`src/core/huc_defs.svh`:
```
// Constants of the HID serial configuration and data handler
`ifndef HUC_DEFS_SVH
`define HUC_DEFS_SVH
// Command and record layout
`define HUC_CMD_SET 8'h01
`define HUC_REC_LAST 3'h7
`define HUC_WLEN8 8'h08
`define HUC_STOP_MAX 8'h01
`define HUC_PAR_MAX 8'h02
// Supported line rates
`define HUC_RATE_9600 32'h0000_2580
`define HUC_RATE_19200 32'h0000_4b00
`define HUC_RATE_38400 32'h0000_9600
`define HUC_RATE_57600 32'h0000_e100
`define HUC_RATE_115200 32'h0001_c200
// Reset values
`define HUC_RST_RATE `HUC_RATE_9600
`define HUC_RST_STOP2 1'b0
`define HUC_RST_PARITY 2'h0
`define HUC_RST_IN_EN 1'b1
// Data report layout
`define HUC_RPT_LAST 5'h1f
`define HUC_MAX_LEN 8'h1f
// Register offsets
`define HUC_REG_RATE 4'h0
`define HUC_REG_FMT 4'h4
`define HUC_REG_STATUS 4'h8
`define HUC_REG_CTRL 4'hc
`endif

```
`src/core/huc_pkg.sv`:
```
// Types of the HID serial configuration and data handler
package huc_pkg;
  typedef enum logic [2:0] {
    HUC_IDLE = 3'b001,
    HUC_GET = 3'b010,
    HUC_IN = 3'b100
  } huc_state_e;
  typedef struct packed {
    huc_state_e st;
    logic [31:0] rate;
    logic stop2;
    logic [1:0] parity;
    logic [63:0] shadow;
    logic [2:0] get_idx;
    logic get_valid;
    logic [7:0] get_byte;
    logic get_last;
    logic [4:0] in_idx;
    logic [4:0] in_len;
    logic in_valid;
    logic [7:0] in_byte;
    logic in_last;
    logic [4:0] out_idx;
    logic [4:0] out_len;
    logic cfg_apply;
    logic bad_cfg;
    logic in_en;
    logic [31:0] rdata;
  } huc_state_s;
endpackage : huc_pkg

```
`src/core/huc_top.sv`:
```
// HID serial bridge: configuration record, data reports, buffers
// Behaviour
// Configuration only via feature get and set
// Get returns eight bytes, command first
// Bytes 1-4 little-endian rate, five rates only
// Byte 5: 0 one stop, 1 two
// Byte 6: none, odd, even parity
// Byte 7 word length always eight
// Set with command 01 applies record
// Output reports feed transmit buffer
// Input reports drain receive buffer
// Byte 0 of report is length
// Length 0 to 31, longer splits; the code does not split, it clamps a longer output length byte to 31
// Reset format eight bits, no parity, one stop
// Reset line rate 9600
// Bad set record ignored, config kept
// Bytes beyond length are discarded
`timescale 1ns/100ps
`default_nettype none
`include "huc_defs.svh"

// -----------------------------------------------
// Small FIFO with registered full and empty flags
// -----------------------------------------------
module huc_fifo #(
  parameter int WIDTH = 8,
  parameter int DEPTH = 4
) (
  input wire logic core_clk, // Clock
  input wire logic rst, // Async reset
  input wire logic in_valid, // Write request
  input wire logic [WIDTH-1:0] in_data, // Write data
  output logic in_ready, // Room left
  output logic out_valid, // Data present
  output logic [WIDTH-1:0] out_data, // Head word
  input wire logic out_ready, // Pop request
  output logic [$clog2(DEPTH+1)-1:0] level // Words held
);
  localparam int AW = $clog2(DEPTH);
  localparam int CW = $clog2(DEPTH+1);
  typedef struct packed {
    logic [AW-1:0] wp;
    logic [AW-1:0] rp;
    logic [CW-1:0] cnt;
    logic full;
    logic empty;
  } huc_fifo_s;
  huc_fifo_s s;
  huc_fifo_s n;
  logic [WIDTH-1:0] mem [DEPTH];
  logic push;
  logic pop;

  assign push = in_valid & ~s.full;
  assign pop = out_ready & ~s.empty;
  assign in_ready = ~s.full;
  assign out_valid = ~s.empty;
  assign out_data = mem[s.rp];
  assign level = s.cnt;

  // Pointers wrap naturally, so depth must stay a power of two
  always_comb begin
    n = s;
    if (push) begin
      n.wp = AW'(s.wp + 1'b1);
    end
    if (pop) begin
      n.rp = AW'(s.rp + 1'b1);
    end
    n.cnt = CW'(s.cnt + CW'(push) - CW'(pop));
    n.full = (n.cnt == CW'(DEPTH));
    n.empty = (n.cnt == '0);
  end

  // State register
  always_ff @(posedge core_clk or posedge rst) begin
    if (rst) begin
      s <= '{wp: '0, rp: '0, cnt: '0, full: 1'b0, empty: 1'b1};
    end else begin
      s <= n;
    end
  end

  // Storage needs no reset, only written words are read
  always_ff @(posedge core_clk) begin
    if (push) begin
      mem[s.wp] <= in_data;
    end
  end
endmodule : huc_fifo

// -----------------------------------------------
// Top: feature record, report streams, registers
// -----------------------------------------------
module huc_top
  import huc_pkg::*;
(
  input wire logic core_clk, // 20 MHz clock
  input wire logic rst, // Async reset, high
  input wire logic fset_stb, // Set record byte strobe
  input wire logic [2:0] fset_idx, // Set record byte index
  input wire logic [7:0] fset_byte, // Set record byte
  input wire logic get_req, // Get record request
  output logic get_valid, // Get record byte valid
  output logic [7:0] get_byte, // Get record byte
  output logic get_last, // Last record byte
  input wire logic out_stb, // Output report byte
  input wire logic [7:0] out_byte, // Output report data
  output logic out_ready, // Output byte taken
  input wire logic in_req, // Input report request
  output logic in_valid, // Input report byte valid
  output logic [7:0] in_byte, // Input report byte
  output logic in_last, // Last report byte
  output logic tx_valid, // Byte for transmitter
  output logic [7:0] tx_data, // Transmit byte
  input wire logic tx_ready, // Transmitter takes byte
  input wire logic rx_valid, // Received byte
  input wire logic [7:0] rx_data, // Received data
  output logic rx_ready, // Receive buffer room
  output logic [31:0] cfg_rate, // Line rate
  output logic cfg_stop2, // Two stop bits
  output logic [1:0] cfg_parity, // 0 none 1 odd 2 even
  output logic cfg_apply, // New settings pulse
  input wire logic [3:0] reg_addr, // Register address
  input wire logic [31:0] reg_wdata, // Write data
  input wire logic reg_wr, // Write strobe
  input wire logic reg_rd, // Read strobe
  output logic [31:0] reg_rdata // Read data
);
  huc_state_s s;
  huc_state_s n;
  logic tx_push;
  logic tx_in_ready;
  logic [2:0] tx_level;
  logic rx_pop;
  logic rx_out_valid;
  logic [7:0] rx_out_data;
  logic [2:0] rx_level;
  logic [63:0] rec;

  // -----------------------------------------------
  // Helpers
  // -----------------------------------------------
  function automatic logic rate_ok(input logic [31:0] r);
    return (r == `HUC_RATE_9600) || (r == `HUC_RATE_19200) ||
           (r == `HUC_RATE_38400) || (r == `HUC_RATE_57600) ||
           (r == `HUC_RATE_115200);
  endfunction : rate_ok

  function automatic logic cfg_ok(input logic [63:0] r);
    return (r[7:0] == `HUC_CMD_SET) && rate_ok(r[39:8]) &&
           (r[47:40] <= `HUC_STOP_MAX) && (r[55:48] <= `HUC_PAR_MAX) &&
           (r[63:56] == `HUC_WLEN8);
  endfunction : cfg_ok

  // Record byte as the host reads it
  function automatic logic [7:0] rec_byte(input logic [2:0] i,
      input logic [31:0] r, input logic st2, input logic [1:0] par);
    logic [63:0] v;
    v = {`HUC_WLEN8, 6'h00, par, 7'h00, st2, r, `HUC_CMD_SET};
    return v[{i, 3'h0} +: 8];
  endfunction : rec_byte

  // -----------------------------------------------
  // Buffers
  // -----------------------------------------------
  huc_fifo #(.WIDTH(8), .DEPTH(4)) u_tx_fifo (
    .core_clk(core_clk),
    .rst(rst),
    .in_valid(tx_push),
    .in_data(out_byte),
    .in_ready(tx_in_ready),
    .out_valid(tx_valid),
    .out_data(tx_data),
    .out_ready(tx_ready),
    .level(tx_level)
  );

  huc_fifo #(.WIDTH(8), .DEPTH(4)) u_rx_fifo (
    .core_clk(core_clk),
    .rst(rst),
    .in_valid(rx_valid),
    .in_data(rx_data),
    .in_ready(rx_ready),
    .out_valid(rx_out_valid),
    .out_data(rx_out_data),
    .out_ready(rx_pop),
    .level(rx_level)
  );

  // Whole output report stalls while the transmit buffer is full
  assign out_ready = tx_in_ready;

  // -----------------------------------------------
  // Next state
  // -----------------------------------------------
  always_comb begin
    n = s;
    rec = {fset_byte, s.shadow[55:0]};
    tx_push = 1'b0;
    rx_pop = 1'b0;
    n.cfg_apply = 1'b0;
    n.get_valid = 1'b0;
    n.get_last = 1'b0;
    n.in_valid = 1'b0;
    n.in_last = 1'b0;
    n.rdata = '0;
    // Register reads answer one cycle later, zero when unmapped
    if (reg_rd) begin
      case (reg_addr)
        `HUC_REG_RATE: n.rdata = s.rate;
        `HUC_REG_FMT: n.rdata = {16'h0000, `HUC_WLEN8, 5'h00, s.parity, s.stop2};
        `HUC_REG_STATUS: n.rdata = {29'h0, rx_out_valid, tx_valid, s.bad_cfg};
        `HUC_REG_CTRL: n.rdata = {31'h0, s.in_en};
        default: n.rdata = '0;
      endcase
    end
    // Writes come before the event below, so a new error wins over a clear
    if (reg_wr && reg_addr == `HUC_REG_CTRL) begin
      n.in_en = reg_wdata[0];
    end
    if (reg_wr && reg_addr == `HUC_REG_STATUS && reg_wdata[0]) begin
      n.bad_cfg = 1'b0;
    end
    // Set record collects bytes, judged when byte 7 lands
    if (fset_stb) begin
      n.shadow[{fset_idx, 3'h0} +: 8] = fset_byte;
      if (fset_idx == `HUC_REC_LAST) begin
        if (cfg_ok(rec)) begin
          n.rate = rec[39:8];
          n.stop2 = rec[40];
          n.parity = rec[49:48];
          n.cfg_apply = 1'b1;
        end else begin
          n.bad_cfg = 1'b1;
        end
      end
    end
    // Output report: length byte then payload, excess dropped
    if (out_stb && tx_in_ready) begin
      n.out_idx = 5'(s.out_idx + 5'h01);
      if (s.out_idx == 5'h00) begin
        n.out_len = (out_byte > `HUC_MAX_LEN) ? 5'h1f : out_byte[4:0];
      end else if (s.out_idx <= s.out_len) begin
        tx_push = 1'b1;
      end
    end
    // Request sequencer; get has priority, busy requests are dropped
    case (s.st)
      HUC_IDLE: begin
        if (get_req) begin
          n.st = HUC_GET;
          n.get_idx = 3'h0;
        end else if (in_req) begin
          n.st = HUC_IN;
          n.in_idx = 5'h00;
          n.in_len = s.in_en ? {2'b00, rx_level} : 5'h00;
        end
      end
      HUC_GET: begin
        n.get_valid = 1'b1;
        n.get_byte = rec_byte(s.get_idx, s.rate, s.stop2, s.parity);
        n.get_last = (s.get_idx == `HUC_REC_LAST);
        n.get_idx = 3'(s.get_idx + 3'h1);
        if (s.get_idx == `HUC_REC_LAST) begin
          n.st = HUC_IDLE;
        end
      end
      HUC_IN: begin
        n.in_valid = 1'b1;
        n.in_last = (s.in_idx == `HUC_RPT_LAST);
        if (s.in_idx == 5'h00) begin
          n.in_byte = {3'h0, s.in_len};
        end else if (s.in_idx <= s.in_len) begin
          n.in_byte = rx_out_data;
          rx_pop = 1'b1;
        end else begin
          n.in_byte = 8'h00;
        end
        n.in_idx = 5'(s.in_idx + 5'h01);
        if (s.in_idx == `HUC_RPT_LAST) begin
          n.st = HUC_IDLE;
        end
      end
      default: n.st = HUC_IDLE;
    endcase
  end

  // -----------------------------------------------
  // State register
  // -----------------------------------------------
  always_ff @(posedge core_clk or posedge rst) begin
    if (rst) begin
      s <= '0;
      s.st <= HUC_IDLE;
      s.rate <= `HUC_RST_RATE;
      s.stop2 <= `HUC_RST_STOP2;
      s.parity <= `HUC_RST_PARITY;
      s.in_en <= `HUC_RST_IN_EN;
    end else begin
      s <= n;
    end
  end

  // Outputs straight from the state register
  assign get_valid = s.get_valid;
  assign get_byte = s.get_byte;
  assign get_last = s.get_last;
  assign in_valid = s.in_valid;
  assign in_byte = s.in_byte;
  assign in_last = s.in_last;
  assign cfg_rate = s.rate;
  assign cfg_stop2 = s.stop2;
  assign cfg_parity = s.parity;
  assign cfg_apply = s.cfg_apply;
  assign reg_rdata = s.rdata;
endmodule : huc_top
`default_nettype wire

```
`config.mk`:
```
export PLATFORM = sky130hd
export DESIGN_NAME = huc_top
export DESIGN_NICKNAME = d
export VERILOG_FILES = /design/src/core/huc_pkg.sv /design/src/core/huc_top.sv
export VERILOG_INCLUDE_DIRS = /design/src /design/src/core
export SDC_FILE = /design/constraint.sdc
export NUM_CORES = 1
export LEC_CHECK = 0
export ABC_AREA = 1
export BUFFER_PORTS_ARGS = -buffer_cell sky130_fd_sc_hd__buf_2
export CORE_ASPECT_RATIO = 2
export CORE_MARGIN = 1
export CORE_UTILIZATION = 35
export CTS_BUF_LIST = sky130_fd_sc_hd__clkbuf_16
export CTS_CLUSTER_SIZE = 16
export DETAILED_ROUTE_END_ITERATION = 8
export PLACE_DENSITY = 0.64
export SLEW_MARGIN = 15
export SYNTH_ARGS = -nofsm -noshare
export SYNTH_HDL_FRONTEND = slang
export SYNTH_SLANG_ARGS = --single-unit
```
`constraint.sdc`:
```
create_clock -name core_clk -period 17.13 [get_ports core_clk]
set_clock_uncertainty 0.15 [all_clocks]
set_input_delay 3.426 -clock core_clk [delete_from_list [all_inputs] [get_ports core_clk]]
set_output_delay 3.426 -clock core_clk [all_outputs]
set_load 0.005 [all_outputs]
```
# Word-level counts from Yosys, hierarchy flattened
# Memories as Yosys holds them, arrays and structs flattened.
# Cells that the tools add are included.
[word_totals] ff_bits=198 in_bits=73 mem_count=2 wordCells=144 ramBits=64 out_inout_bits=99
[classes] shift=3 n_addsub=12 eq_ne=24 muxes=34 n_bitwise=9 n_lt_le_gt_ge=5 reduce_logical=25
[memory_table] name="u_rx_fifo.mem" depth=4 width=8 read_ports=1 rd_clocked_by_memory_dff=0 wr=1 line_no="huc_top.sv:50" text="logic [WIDTH-1:0] mem [DEPTH];"
[memory_table] name="u_tx_fifo.mem" depth=4 width=8 read_ports=1 rd_clocked_by_memory_dff=0 wr=1 line_no="huc_top.sv:50"
[op_table] op="$pmux 32 s4" count=1
[op_table] op="$bwmux 64" count=1
[op_table] op="$eq 32x16->1 const B" count=2
[op_table] op="$shift 8x8->64 const A" count=1
[op_table] op="$shiftx 64x7->8" count=1
[op_table] op="$shiftx 8x8->64" count=1
[op_table] op="$mux 10" count=4
[op_table] op="$eq 32x14->1 const B" count=1
[op_table] op="$eq 32x15->1 const B" count=1
[op_table] op="$eq 32x17->1 const B" count=1
[op_table] op="$mux 32" count=1
[op_table] op="$mux 3" count=6
[op_table] op="$mux 8" count=2
[op_table] op="$eq 3x3->1 const B" count=5
[op_table] op="$mux 1" count=13
[op_table] op="$reduce_and 3->1" count=4
[op_table] op="$add 5x1->5 const B" count=2
[op_table] op="$le 5x5->1" count=2
[op_table] op="$logic_not 5->1" count=2
[op_table] op="$ne 2x2->1 const B" count=5
[op_table] op="$pmux 5 s2" count=1
[op_table] op="$pmux 3 s3" count=1
[op_table] op="$add 2x1->2 const B" count=4
[op_table] op="$eq 4x4->1 const B" count=2
[op_table] op="25 further kinds" count=48

# Logic depth before layout (Yosys ltp)
# Gate-level depths: netlist (run 1).
[depth] word_depth=12 depth_mapped=14 depth_no_buf=14

# By module
# From an unflattened synthesis (run 1), not the netlist that was laid out.
[hier_totals] hier_cells=1201 area_unflattened_um2=11705.0
[modules_own_cells] mod="huc_top" n_inst=1 area_each_um2=8002.7 cells_per_inst=892 seq_area_each_um2=4261.6
[modules_own_cells] mod="huc_fifo at u_tx_fifo" n_inst=1 area_each_um2=1856.8 cells_per_inst=156 seq_area_each_um2=1187.4
[modules_own_cells] mod="huc_fifo at u_rx_fifo" n_inst=1 area_each_um2=1845.5 cells_per_inst=153 seq_area_each_um2=1187.4

# Least setup slack after synthesis (run 1)
# OpenSTA, ideal clock, no wires.
[synth_timing] kind="input -> register" from="in fset_idx[0]" to="reg s (netlist bit rec[33])" t_arrival_ns=4.874 stages=10 n_path_buf=2 path_slack_ns=11.984 path_cell_list="buf_6 -> inv_2 -> ha_1 -> ha_1 -> inv_1 -> nor3_2 -> nand3_1 -> buf_2 -> nand2_1 -> o21ai_1"
[synth_between] elab_chain_len=3 elab_cells_between_ends=4 cone_classes="1 x add/sub; 2 x shift; 1 x mux"
[synth_rtl] element="start: declaration" line_no="huc_top.sv:101" text="input wire logic [2:0] fset_idx,"
[synth_rtl] element="$neg 6->8 *" line_no="huc_top.sv:227" text="n.shadow[{fset_idx, 3'h0} +: 8] = fset_byte;"
[synth_rtl] element="$shiftx 8x8->64 / $shift 8x8->64 (equally long branches)" line_no="huc_top.sv:227"
[synth_rtl] element="$bwmux 64 *" line_no="huc_top.sv:227"
[synth_rtl] element="end signal: assignment" line_no="huc_top.sv:301" text="s <= n;"
[synth_rtl] element="end: declaration" line_no="huc_top.sv:130" text="huc_state_s s;"
# Mark *: on every way between the ends. The rest lies on a longest branch, timed or not.
# A chain may end at the register's enable or synchronous reset.

# Final worst setup path (run 1)
[layout_timing] from="reg u_tx_fifo.s[5] in the netlist's numbering" to="out tx_data[3]"
[layout_between] elab_chain_len=1
[layout_rtl] element="start: declaration" line_no="huc_top.sv:48" text="huc_fifo_s s;"
[layout_rtl] element="start signal: assignment" line_no="huc_top.sv:78" text="s <= '{wp: '0, rp: '0, cnt: '0, full: 1'b0, empty: 1'b1};"
[layout_rtl] element="start signal: assignment" line_no="huc_top.sv:80" text="s <= n;"
[layout_rtl] element="$mem_v2 4x8"
[layout_rtl] element="end: declaration" line_no="huc_top.sv:115" text="output logic [7:0] tx_data,"
# No other way between the ends.

==> results of run 1 <==
critical path: stages, from the launching register on:
cell	delay [ps]
dfrtp_1	680
inv_1	390
o21ai_0	320
o22ai_1	110
buf_2	140
area by class of cell:
type | instances | area share, %
Sequential cell | 252 | 52.8
Multi-Input combinational cell | 648 | 26.6
Timing Repair Buffer | 141 | 5.64
Clock buffer | 23 | 4.58
Inverter | 146 | 4.42
Tap cell | 423 | 4.21
Clock inverter | 18 | 1.73
Antenna cell | 1 | 0.0199
metrics by stage:
stage / total power [mW] / hold WS, ps / utilization, % / cells
detailed placement: 1.25 / 309 / 37.2 / 1610
global route: 1.89 / 346 / 39.7 / 1651
global placement: 1.23 / 308 / 37.2 / 1610
finish: 1.77 / 318 / 39.7 / 1652
floorplan: 1.13 / 293 / - / 1156
CTS: 1.80 / 320 / 39.7 / 1651
flip-flops by register name, summed over array words and instances (netlist names), 2 cells and up:
name	flops
u_tx_fifo.s	6
u_tx_fifo.mem	32
u_rx_fifo.level	3
u_tx_fifo.level	3
s	26
cfg_parity	2
reg_rdata	32
get_byte	8
u_rx_fifo.mem	32
rec	56
in_byte	8
u_rx_fifo.s	6
cfg_rate	32
power breakdown:
part	internal, mW	switching [mW]
Sequential	0.744	0.0841
Clock	0.321	0.222
Combinational	0.156	0.248
kinds of logic (layout without fill, tap and decap cells):
| family | count (synthesis) | count (layout) | synth area share [%] |
|---|---|---|---|
| and+or+nand+nor | 433 | 433 | 16.4 |
| adders and majority gates | 32 | 32 | 3.68 |
| xor gates and xnor gates | 12 | 12 | 0.930 |
| buffers and inverters | 256 | 328 | 11.7 |
| DFF | 252 | 252 | 58.7 |
| other | 0 | 1 | 0 |
| AOI/OAI and AO/OA | 170 | 170 | 8.42 |
| muxes | 1 | 1 | 0.0996 |
layout by cell type (no fill, tap or decap), types with 23 or more instances in the layout:
master     count
clkbuf_16     23
nand3_1       33
dfrtp_1      180
o21ai_0      108
inv_1        143
nand4_1       24
nand2_1      221
ha_1          30
nor2_1       127
buf_2        140
edfxtp_1      64
metal layers:
| layer | vias up | GRT usage [%] | part of all wire, % |
|---|---|---|---|
| li1 | 3776 | - | - |
| met1 | 3709 | 15.8 | 37 |
| met2 | 176 | 29.3 | 55 |
| met3 | 64 | 2.51 | 4.3 |
| met4 | 4 | 7.78 | 4.3 |
| met5 | - | 0 | 0.14 |
final timing paths:
path / to / depth (start not counted)
min in group asynchronous: u_tx_fifo.level[2] / 2
max reg2reg: u_rx_fifo.s[1] / 12
min: cfg_rate[7] / 2
max: tx_data[3] / 4
min reg2reg: cfg_rate[7] / 2
max in group asynchronous: reg_rdata[30] / 3
==> results.md, run 1 <==
Hold path:
- The path category of the worst min-delay check is flip-flop to flip-flop.
- In this run the most critical hold path is launched from cfg_rate[7].

Synth:
- Yosys mapped the design onto 46 distinct sky130hd cell types.
- The flip-flop and latch count after synthesis is 252.
- The most frequent cell after synthesis is nand2_1.
- The sequential fraction of the synthesis area is 58.7%.
- Sorting the synthesized cells by how often they occur yields nand2_1 (221), dfrtp_1 (180), inv_1 (139).
- The number of warning messages in the yosys log is 0.
- The synthesized area divided by synthesized cell count is 9.78 um2.
- By area the synthesized netlist is led by dfrtp_1 (40%), edfxtp_1 (17%), nand2_1 (7.3%), buf_4 (5.4%), o21ai_0 (4.8%).
- The count of mapped cells out of synthesis is 1156.
- The fraction of synthesized cell area taken by the top area cell type is 39.9%.
- Among all flip-flop cells after synthesis, the most frequent one is dfrtp_1.
- The netlist area before placement is 11300 um2.
- The number of enable-type register cells in the synthesized netlist is 64.
- Synthesis produced a netlist with a net count of 1261.
- The largest total area in the synthesized netlist belongs to dfrtp_1.
- In the synthesized netlist the async set-or-reset flop fraction comes to 74.6%.

STA:
- Setup repair after global routing left no endpoint under its margin.
- The max-slew violation count was 0.
- The final count of hold timing violations was 0.
- For the pin with the worst max-slew slack, the measured transition is 1110 ps.
- The final critical path takes up 33.4% of the cycle.
- The setup slack after layout is 11400 ps.
- The worst pin sits at a relative slew slack of 25.7%.
- The setup TNS after final layout is 0 ps.
- Setup violations remaining at the end of the flow were counted as 0.
- For this run, the top clock speed supported by timing is 175 MHz.
- The shortest period the worst path allows is 5730 ps.

Detailed routing:
- The detailed router finished its first iteration with 389 violations.
- The count of antenna-violating nets left after detailed routing is 0.
- After detailed routing, the number of vias per cell comes to 4.68.
- The via count of the routed design is 7729.
- The wire length per cell is 14.9 um.
- The number of remaining DRC errors is 0.
- The total wirelength of the detailed-routed design is 24600 um.
- The number of iterations in the first detailed-routing pass is 4.

Cells and area:
- The final-stage net count is 1317.
- The final instance area is 12600 um2.
- Summing all multi-input logic gate instances after layout gives 3340 um2.
- The area used by sequential logic in the layout is 6640 um2.
- The share of layout cells above drive strength 1 is 16.8%.
- Compared with the post-synthesis result, the final layout area differs by 11.2%.
- The filler cell count in the final layout is 3078.

Setup path:
- Of all nets on the critical path, the largest fanout is 18.
- The endpoint type of the worst setup path is an output pin.
- The data required time at the worst endpoint is 13550 ps.
- The register-to-register setup slack is 13910 ps.
- The kind of launch point of the worst setup path is a flip-flop.
- The critical path class is flip-flop to output pin.
- Data arrives at the worst endpoint at 2150 ps.
- The timing startpoint of the critical path is u_tx_fifo.s[5].
- In this run the critical register-to-register path is launched from s[61].

Placement:
- The detailed placer's ending HPWL is 17900 um.
- The count of buffers from port buffering is 140.
- The worst setup slack after placement is 11460 ps.
- Routability-driven placement finished with a final weighted congestion of 0.837.
- After detailed placement, the total cell area comes to 11800 um2.

Floorplanning:
- In this run the horizontal extent of the chip is 129 um.
- The starting density of the core is 35.7%.
- The die covers 33100 um2.
- After floorplanning, the core was divided into 92 placement rows.
- In this run the count of I/O pins placed on the die edge is 172.
- Measured along the y axis, the die boundary spans 256 um.
- The region available for standard cell placement spans 31700 um2.

Clock network:
- TritonCTS built the clock tree.
- The number of buffers created by CTS is 23.
- The number of setup buffers added after CTS is 0.
- The level count of the clock H-tree is 1.
- The worst-case clock buffer depth is 3.
- Once the clock tree was built, the resizer swapped 0 gates to a different size.
- The root buffer cell chosen for the clock tree is clkbuf_16.
- The number of hold buffers added after CTS was 0.
- The clock network latency to the later pin of the worst-skew pair is 520 ps.
- The clock-pin transition on the worst setup and hold timing paths is 60 ps.
- The number of sinks driven by the clock tree is 252.

Power and ir drop:
- Dividing total power by cell area gives a power density of 141 nW/um2.
- VDD sags by at most 96.1 uV.
- In this run the static leakage power is 6.04 nW.

Global route:
- Entering global routing, the biggest net connects 117 pins.
- The global-route total usage across every layer is 15.4%.
- The initial antenna violation count was 3.
- The wire length of the first global-routing pass is 39900 um.
- The total grt overflow is 0.
- The number of global-route vias before repair came to 7816.

Run:
- Across the run, the number of max-cap violations was 0.

Status:
- The run finished with clean final reports.
(Power assumes the default switching activity.)
==> run 2, diff against run 1 <==
PLACE_DENSITY = 0.65   (was 0.64)
clock period = 5.2 ns   (was 17.13 ns; I/O delays follow)
==> results.md, run 2 (synthesized netlist as in run 1, its figures left out) <==
Clock network:
- The tree is rooted in a clkbuf_16.
- In this run the deepest clock path goes through 3 buffers.
- The post-cts sizing count is 0.
- Buffers added to address setup during post-CTS repair amount to 0.
- The number of hold buffers added after CTS is 0.
- TritonCTS created 23 clock buffers.
- The clock-pin transition on the worst setup and hold timing paths is 70 ps.
- The level count of the clock H-tree is 1.
- The number of sinks driven by the clock tree is 252.
- Clock latency on the worst-skew pair, taken at its later pin, is 510 ps.
- The clock tree from TritonCTS is built.

Status:
- The flow ran to the end, and the final reports show no timing, DRC or antenna violations.

Setup path:
- The timing startpoint of the critical path is u_tx_fifo.s[5].
- The depth of the most critical reg-to-reg path is 13.
- For the worst setup path, the data required time is 4010 ps.
- In this run the worst path has a maximum fanout of 18.
- The critical path arrival is 2130 ps.
- The startpoint identified for the worst register-to-register timing path is s[56].
- In this run the register-to-register setup slack is 1970 ps.
- STA classifies the critical path startpoint as a flip-flop.
- STA classifies the critical path endpoint as an output pin.
- The terminus of the critical flop-to-flop path is u_rx_fifo.s[1].
- The setup path with the least slack is of type flip-flop to output pin.

Detailed routing:
- The via count of the routed design is 7640.
- In the routed layout, each cell is associated on average with a via count of 4.62.
- After detailed routing, the number of remaining DRC violations is 0.
- In the final routed layout, each cell accounts on average for 14.8 um.
- The violation count after the first detailed-route iteration is 509.
- The first TritonRoute pass finished after 5 iterations.
- Summed over all layers, the routed wires come to 24500 um.
- Once detail routing completed, the nets flagged for antenna violations numbered 0.

STA:
- Setup violations remaining at the end of the flow were counted as 0.
- Setup repair after global routing left no endpoint under its margin.
- The worst path meets setup with 1880 ps of slack.
- The final critical path takes up 63.8% of the cycle.
- Static timing analysis puts the maximum clock frequency at 302 MHz.
- The setup TNS after final layout is 0 ps.
- The actual transition at the worst max-transition pin is 1090 ps.
- The final count of hold timing violations is 0.
- The max-slew violation count came to 0.
- The max-slew headroom at the worst pin is 27.6%.
- On the final layout, the worst hold slack is 322 ps.
- The shortest period the worst path allows is 3320 ps.

Hold path:
- The launch instance of the worst min-delay path is cfg_rate[7].
- The worst hold path depth is 2.
- The worst hold path terminates at cfg_rate[7].
- The path category of the worst min-delay check is flip-flop to flip-flop.

Global route:
- The global-route total usage across every layer is 15.3%.
- The initial antenna violation count came to 3.
- The total grt overflow is 0.
- The first global-routing pass estimated 39700 um of wire.
- The number of global-route vias before repair is 7822.
- Entering global routing, the biggest net connects 189 pins.

Floorplanning:
- The floorplan step defined a die boundary enclosing 33100 um2.
- The placeable core area is 31700 um2.
- The initialized floorplan defines 92 standard-cell rows.
- The width of the chip is 129 um.
- In this run the count of I/O pins placed on the die edge is 172.
- The die extent in y is 256 um.
- The initial utilization of the core area, before any placement, comes to 35.7%.

Power and ir drop:
- The maximum ir drop on the vdd rail is 216 uV.
- The cell area power density is 462 nW/um2.
- The analysis attributes to cell leakage a power of 6.03 nW.

Placement:
- Routability-driven placement finished with a final weighted congestion of 0.892.
- Input and output buffers added on the ports amount to 140.
- The worst setup slack after placement is 1940 ps.
- After detailed placement, the design holds a cell count of 1611.
- After legalization and detailed placement, the total HPWL measured 17700 um.

Cells and area:
- The finished layout holds 1653 standard cells, fillers aside.
- The top cell types in the final layout, fill and taps aside, are nand2_1 (221), dfrtp_1 (180), inv_1 (142).
- The number of flip-flops in the largest register is 56.
- The share of layout cells above drive strength 1 is 16.8%.
- The filler cell count in the final layout is 3112.
- The library cell used most frequently in the layout, excluding fill and tap cells, is nand2_1.
- The signed area change from the synthesized netlist to the final layout is 11.1%.
- The final-stage net count is 1318.

Run:
- The count of max-cap constraint violations is 0.
==> run 2: metrics by stage <==
| stage | utilization, % | total power, mW | area (um2) |
|---|---|---|---|
| after floorplan | - | 3.72 | 11300 |
| after global placement | 37.2 | 4.05 | 11800 |
| after detailed placement | 37.2 | 4.12 | 11800 |
| after CTS | 39.7 | 5.88 | 12600 |
| after global routing | 39.7 | 6.19 | 12600 |
| final | 39.7 | 5.81 | 12600 |
==> run 2: layer usage <==
| metal | wire length, um | vias up | track usage, % |
|---|---|---|---|
| met1 | 9230 | 3639 | 16.4 |
| met4 | 620 | 4 | 5.82 |
| met5 | 31 | - | 0 |
| met3 | 1110 | 43 | 2.45 |
| met2 | 13500 | 184 | 29.0 |
| li1 | - | 3770 | - |
==> run 2: worst max-delay path by stage <==
stage / endpoint / slack, ps / cells past startpoint
finish: tx_data[4] / 1880 / 4
global route: u_rx_fifo.s[1] / 1670 / 13
CTS: tx_data[4] / 1830 / 4
detailed placement: rec[36] / 1940 / 8
global placement: rec[39] / 2030 / 9
floorplan: cfg_apply / 1600 / 1
==> run 2: layout make-up <==
class / instances / area, um2 / share of cell area, %
clock inverters: 18 / 195 / 1.55
clock buffers: 23 / 576 / 4.58
multi-input cells: 648 / 3340 / 26.6
well taps: 423 / 529 / 4.21
diodes: 1 / 2.50 / 0.0199
repair buffers: 142 / 728 / 5.80
inverters: 146 / 552 / 4.39
flip-flops and latches: 252 / 6640 / 52.8
==> run 2: critical path, stage by stage, from the launching register on <==
cell,delay [ps]
dfrtp_1,670
inv_1,380
o21ai_0,260
o22ai_1,140
buf_2,150
==> run 2: power breakdown <==
part	switching (mW)	internal [mW]	total, mW
clock	0.727	1.01	1.73
sequential	0.276	2.45	2.73
combinational	0.826	0.520	1.35
total	1.83	3.98	5.81
==> run 3, diff against run 2 <==
ABC_AREA = 0   (was 1)
PLACE_DENSITY = 0.64   (was 0.65)
clock period = 3.5 ns   (was 5.2 ns; I/O delays follow)
==> results.md, run 3 <==
Cells and area:
- The share of layout cells above drive strength 1 is 31.3%.
- The final core utilization is 39.7%.
- The leading cell type in the layout, fill and taps excluded is dfrtp_1.
- After the flow finishes, the layout carries non-filler instances totaling 1354.
- The signed area change from the synthesized netlist to the final layout is 11.8%.
- The final-stage net count is 1022.
- The number of flip-flops in the largest register is 56.
- In the layout the commonest cells are dfrtp_1 (180), buf_2 (140), mux2_2 (66).
- The filler cell count in the final layout is 2966.
- The final instance area is 12500 um2.
- The number of antenna diodes in the final layout is 0.

Global route:
- The first global-routing pass estimated 36400 um of wire.
- The number of global-route vias before repair is 6664.
- The total grt overflow is 0.
- Entering global routing, the biggest net connects 78 pins.
- The global-route total usage across every layer is 14.4%.
- The initial antenna violation count is 1.

Power and ir drop:
- The maximum ir drop on the vdd rail is 385 uV.
- The overall power after layout is 8.37 mW.
- For this design the ratio of total power to cell area is 671 nW/um2.
- The total leakage power is 5.71 nW.

Setup path:
- STA classifies the critical path startpoint as a flip-flop.
- The startpoint identified for the worst register-to-register timing path is s[56].
- For the worst setup path, the data required time is 3770 ps.
- The largest single stage delay on the critical path is 380 ps.
- Among the stages of the critical path, the cell type that occurs most often is ha_1.
- The number of cells on the worst reg-to-reg path is 13.
- On the critical path, the stage with the largest delay is an instance of dfrtp_1.
- For the worst setup path, the data arrival time is 3240 ps.
- Walking the worst path, the cells encountered are inv_1 -> ha_1 -> nor2b_1 -> o21a_1 -> o21ai_0 -> nand3_1 -> nor2_1 -> ha_1 -> inv_1 -> ha_1 -> fa_1 -> xnor2_1 -> nor3b_1.
- The endpoint type of the worst setup path is a flip-flop.
- The capture point of the critical path is u_rx_fifo.s[1].
- The worst register-to-register path has a setup slack of 530 ps.
- The terminus of the critical flop-to-flop path is u_rx_fifo.s[1].
- The critical path starts at s[56].
- The biggest fanout along the worst timing path is 3.
- The critical path is of the flip-flop to flip-flop type.

Clock network:
- Once the clock tree was built, the setup fixing pass inserted 0 buffers.
- Clock latency on the worst-skew pair, taken at its later pin, is 530 ps.
- The clock tree from TritonCTS is built.
- The buffer type at the clock tree root is clkbuf_16.
- The clock-pin transition on the worst setup and hold timing paths is 70 ps.
- In this run, post-CTS repair resized a total of 0 instances.
- The worst-case clock buffer depth is 3.
- The number of sinks driven by the clock tree is 252.
- The level count of the clock H-tree is 1.
- In this run, CTS created clock tree buffers numbering 22.
- The number of hold buffers added after CTS is 0.

STA:
- The actual transition at the worst max-transition pin is 779 ps.
- The max-slew violation count is 0.
- The worst pin sits at a relative slew slack of 48.0%.
- Setup repair after global routing left no endpoint under its margin.
- Setup violations remaining at the end of the flow were counted as 0.
- The final clock period utilization by the worst path is 84.7%.
- For this run, the top clock speed supported by timing is 337 MHz.
- Adding up every negative setup slack in the final design gives 0 ps.
- The shortest period the worst path allows is 2970 ps.
- The final count of hold timing violations is 0.

Run:
- The count of max-cap constraint violations is 0.

Floorplanning:
- The floorplan step defined a die boundary enclosing 32700 um2.
- The width of the chip is 128 um.
- 172 I/O pins were placed.
- Measured along the y axis, the die boundary spans 255 um.
- The placeable core area is 31400 um2.
- The starting density of the core is 35.5%.
- After floorplanning, the core was divided into 92 placement rows.

Synth:
- After synthesis, the cell types taking the most area are dfrtp_1 (40%), edfxtp_1 (17%), mux2_2 (6.7%), buf_4 (5.5%), mux4_2 (3.4%).
- The fraction of synthesized cell area taken by the top area cell type is 40.3%.
- dfrtp_1 is the most common cell in the netlist.
- The cell count after synthesis came out at 854.
- The net count after synthesis is 959.
- Averaged over all synthesized cells, the footprint is 13.1 um2.
- The number of enable-type register cells in the synthesized netlist is 64.
- The sequential fraction of the synthesis area is 59.4%.
- The flip-flop and latch count after synthesis is 252.
- In this run the cell area of the synthesized design comes to 11200 um2.
- The flip-flop cell with the highest count after synthesis is dfrtp_1.
- Ranked by instance count, the synthesized netlist is headed by dfrtp_1 (180), buf_4 (82), mux2_2 (66).
- Summed over all instances, the cell type with the most area after synthesis is dfrtp_1.
- The share of flip-flops with an asynchronous set or reset is 74.6%.
- The Yosys step of the flow raised 0 warnings.
- Synthesis instantiated 58 different standard cells from the library.

Status:
- The flow ran to the end, and the final reports show no timing, DRC or antenna violations.

Placement:
- The placed standard-cell area is 11800 um2.
- The count of buffers from port buffering is 140.
- The placed instance count is 1316.
- The detailed placer's ending HPWL is 16900 um.
- At the end of routability-driven placement, the weighted congestion stood at 0.776.

Hold path:
- The path category of the worst min-delay check is primary input to asynchronous set/reset pin.

Detailed routing:
- The wire length per cell is 16.9 um.
- In the routed design, unresolved DRC markers number 0.
- The violation count after the first detailed-route iteration is 255.
- The detail route stage leaves a number of antenna-violating nets equal to 0.
- In the routed layout, each cell is associated on average with a via count of 4.71.
- The number of iterations in the first detailed-routing pass is 4.
- Detailed routing inserted a total of 6383 vias.
- The total wirelength of the detailed-routed design is 22900 um.
-- run 3: area by class of cell --
class | instances | area [um2] | share of cell area [%]
clock buffers | 23 | 576 | 4.61
clock inverters | 15 | 125 | 1.00
inverters | 41 | 158 | 1.26
multi-input cells | 448 | 3640 | 29.2
flip-flops and latches | 252 | 6640 | 53.2
well taps | 423 | 529 | 4.24
repair buffers | 152 | 816 | 6.54
-- run 3: power breakdown --
group | internal, mW | total [mW] | leakage, nW | switching [mW]
Clock | 1.34 | 2.39 | 0.354 | 1.06
Sequential | 3.66 | 4.19 | 3.00 | 0.527
Combinational | 0.928 | 1.79 | 2.35 | 0.864
Total | 5.93 | 8.37 | 5.71 | 2.45
-- run 3: metal layers --
layer | global-route usage, % | up-vias | share of wire (%)
met5 | 0 | - | 0.057
met2 | 27.2 | 136 | 55
li1 | - | 3024 | -
met4 | 5.88 | 2 | 2.9
met3 | 1.95 | 38 | 3.8
met1 | 15.8 | 3183 | 38
-- run 3: logic make-up after synthesis --
| kind of cell | synth area share, % |
|---|---|
| compound gates | 4.09 |
| buf+inv | 8.00 |
| mux | 11.6 |
| flops | 59.4 |
| simple gates | 11.9 |
| fa+ha+maj | 3.72 |
| xor+xnor | 1.25 |
-- run 3: critical path: cells and delay by family (launching register included) --
kind	cells	cell delay (ps)
AOI/OAI and AO/OA	2	310
xor gates and xnor gates	1	240
adders and majority gates	4	1020
buffers and inverters	2	100
DFF	1	380
and+or+nand+nor	4	680
-- run 3: worst min-delay path by stage --
| stage | from | endpoint | slack, ps | cells after the start |
|---|---|---|---|---|
| after global routing | rst | in_byte[1] | 130 | 2 |
| after floorplan | rec[13] | rec[13] | 300 | 2 |
| after global placement | in_byte[4] | in_byte[4] | 320 | 2 |
| after detailed placement | in_byte[5] | in_byte[5] | 330 | 2 |
| after CTS | rst | rec[33] | 110 | 2 |
| final | rst | rec[33] | 110 | 2 |
-- run 3: per-stage QoR --
step                      setup slack (ps)  hold slack, ps
after CTS                              505             111
after global routing                   278             134
after floorplan                        236             300
final                                  535             107
after detailed placement               509             333
after global placement                 597             317
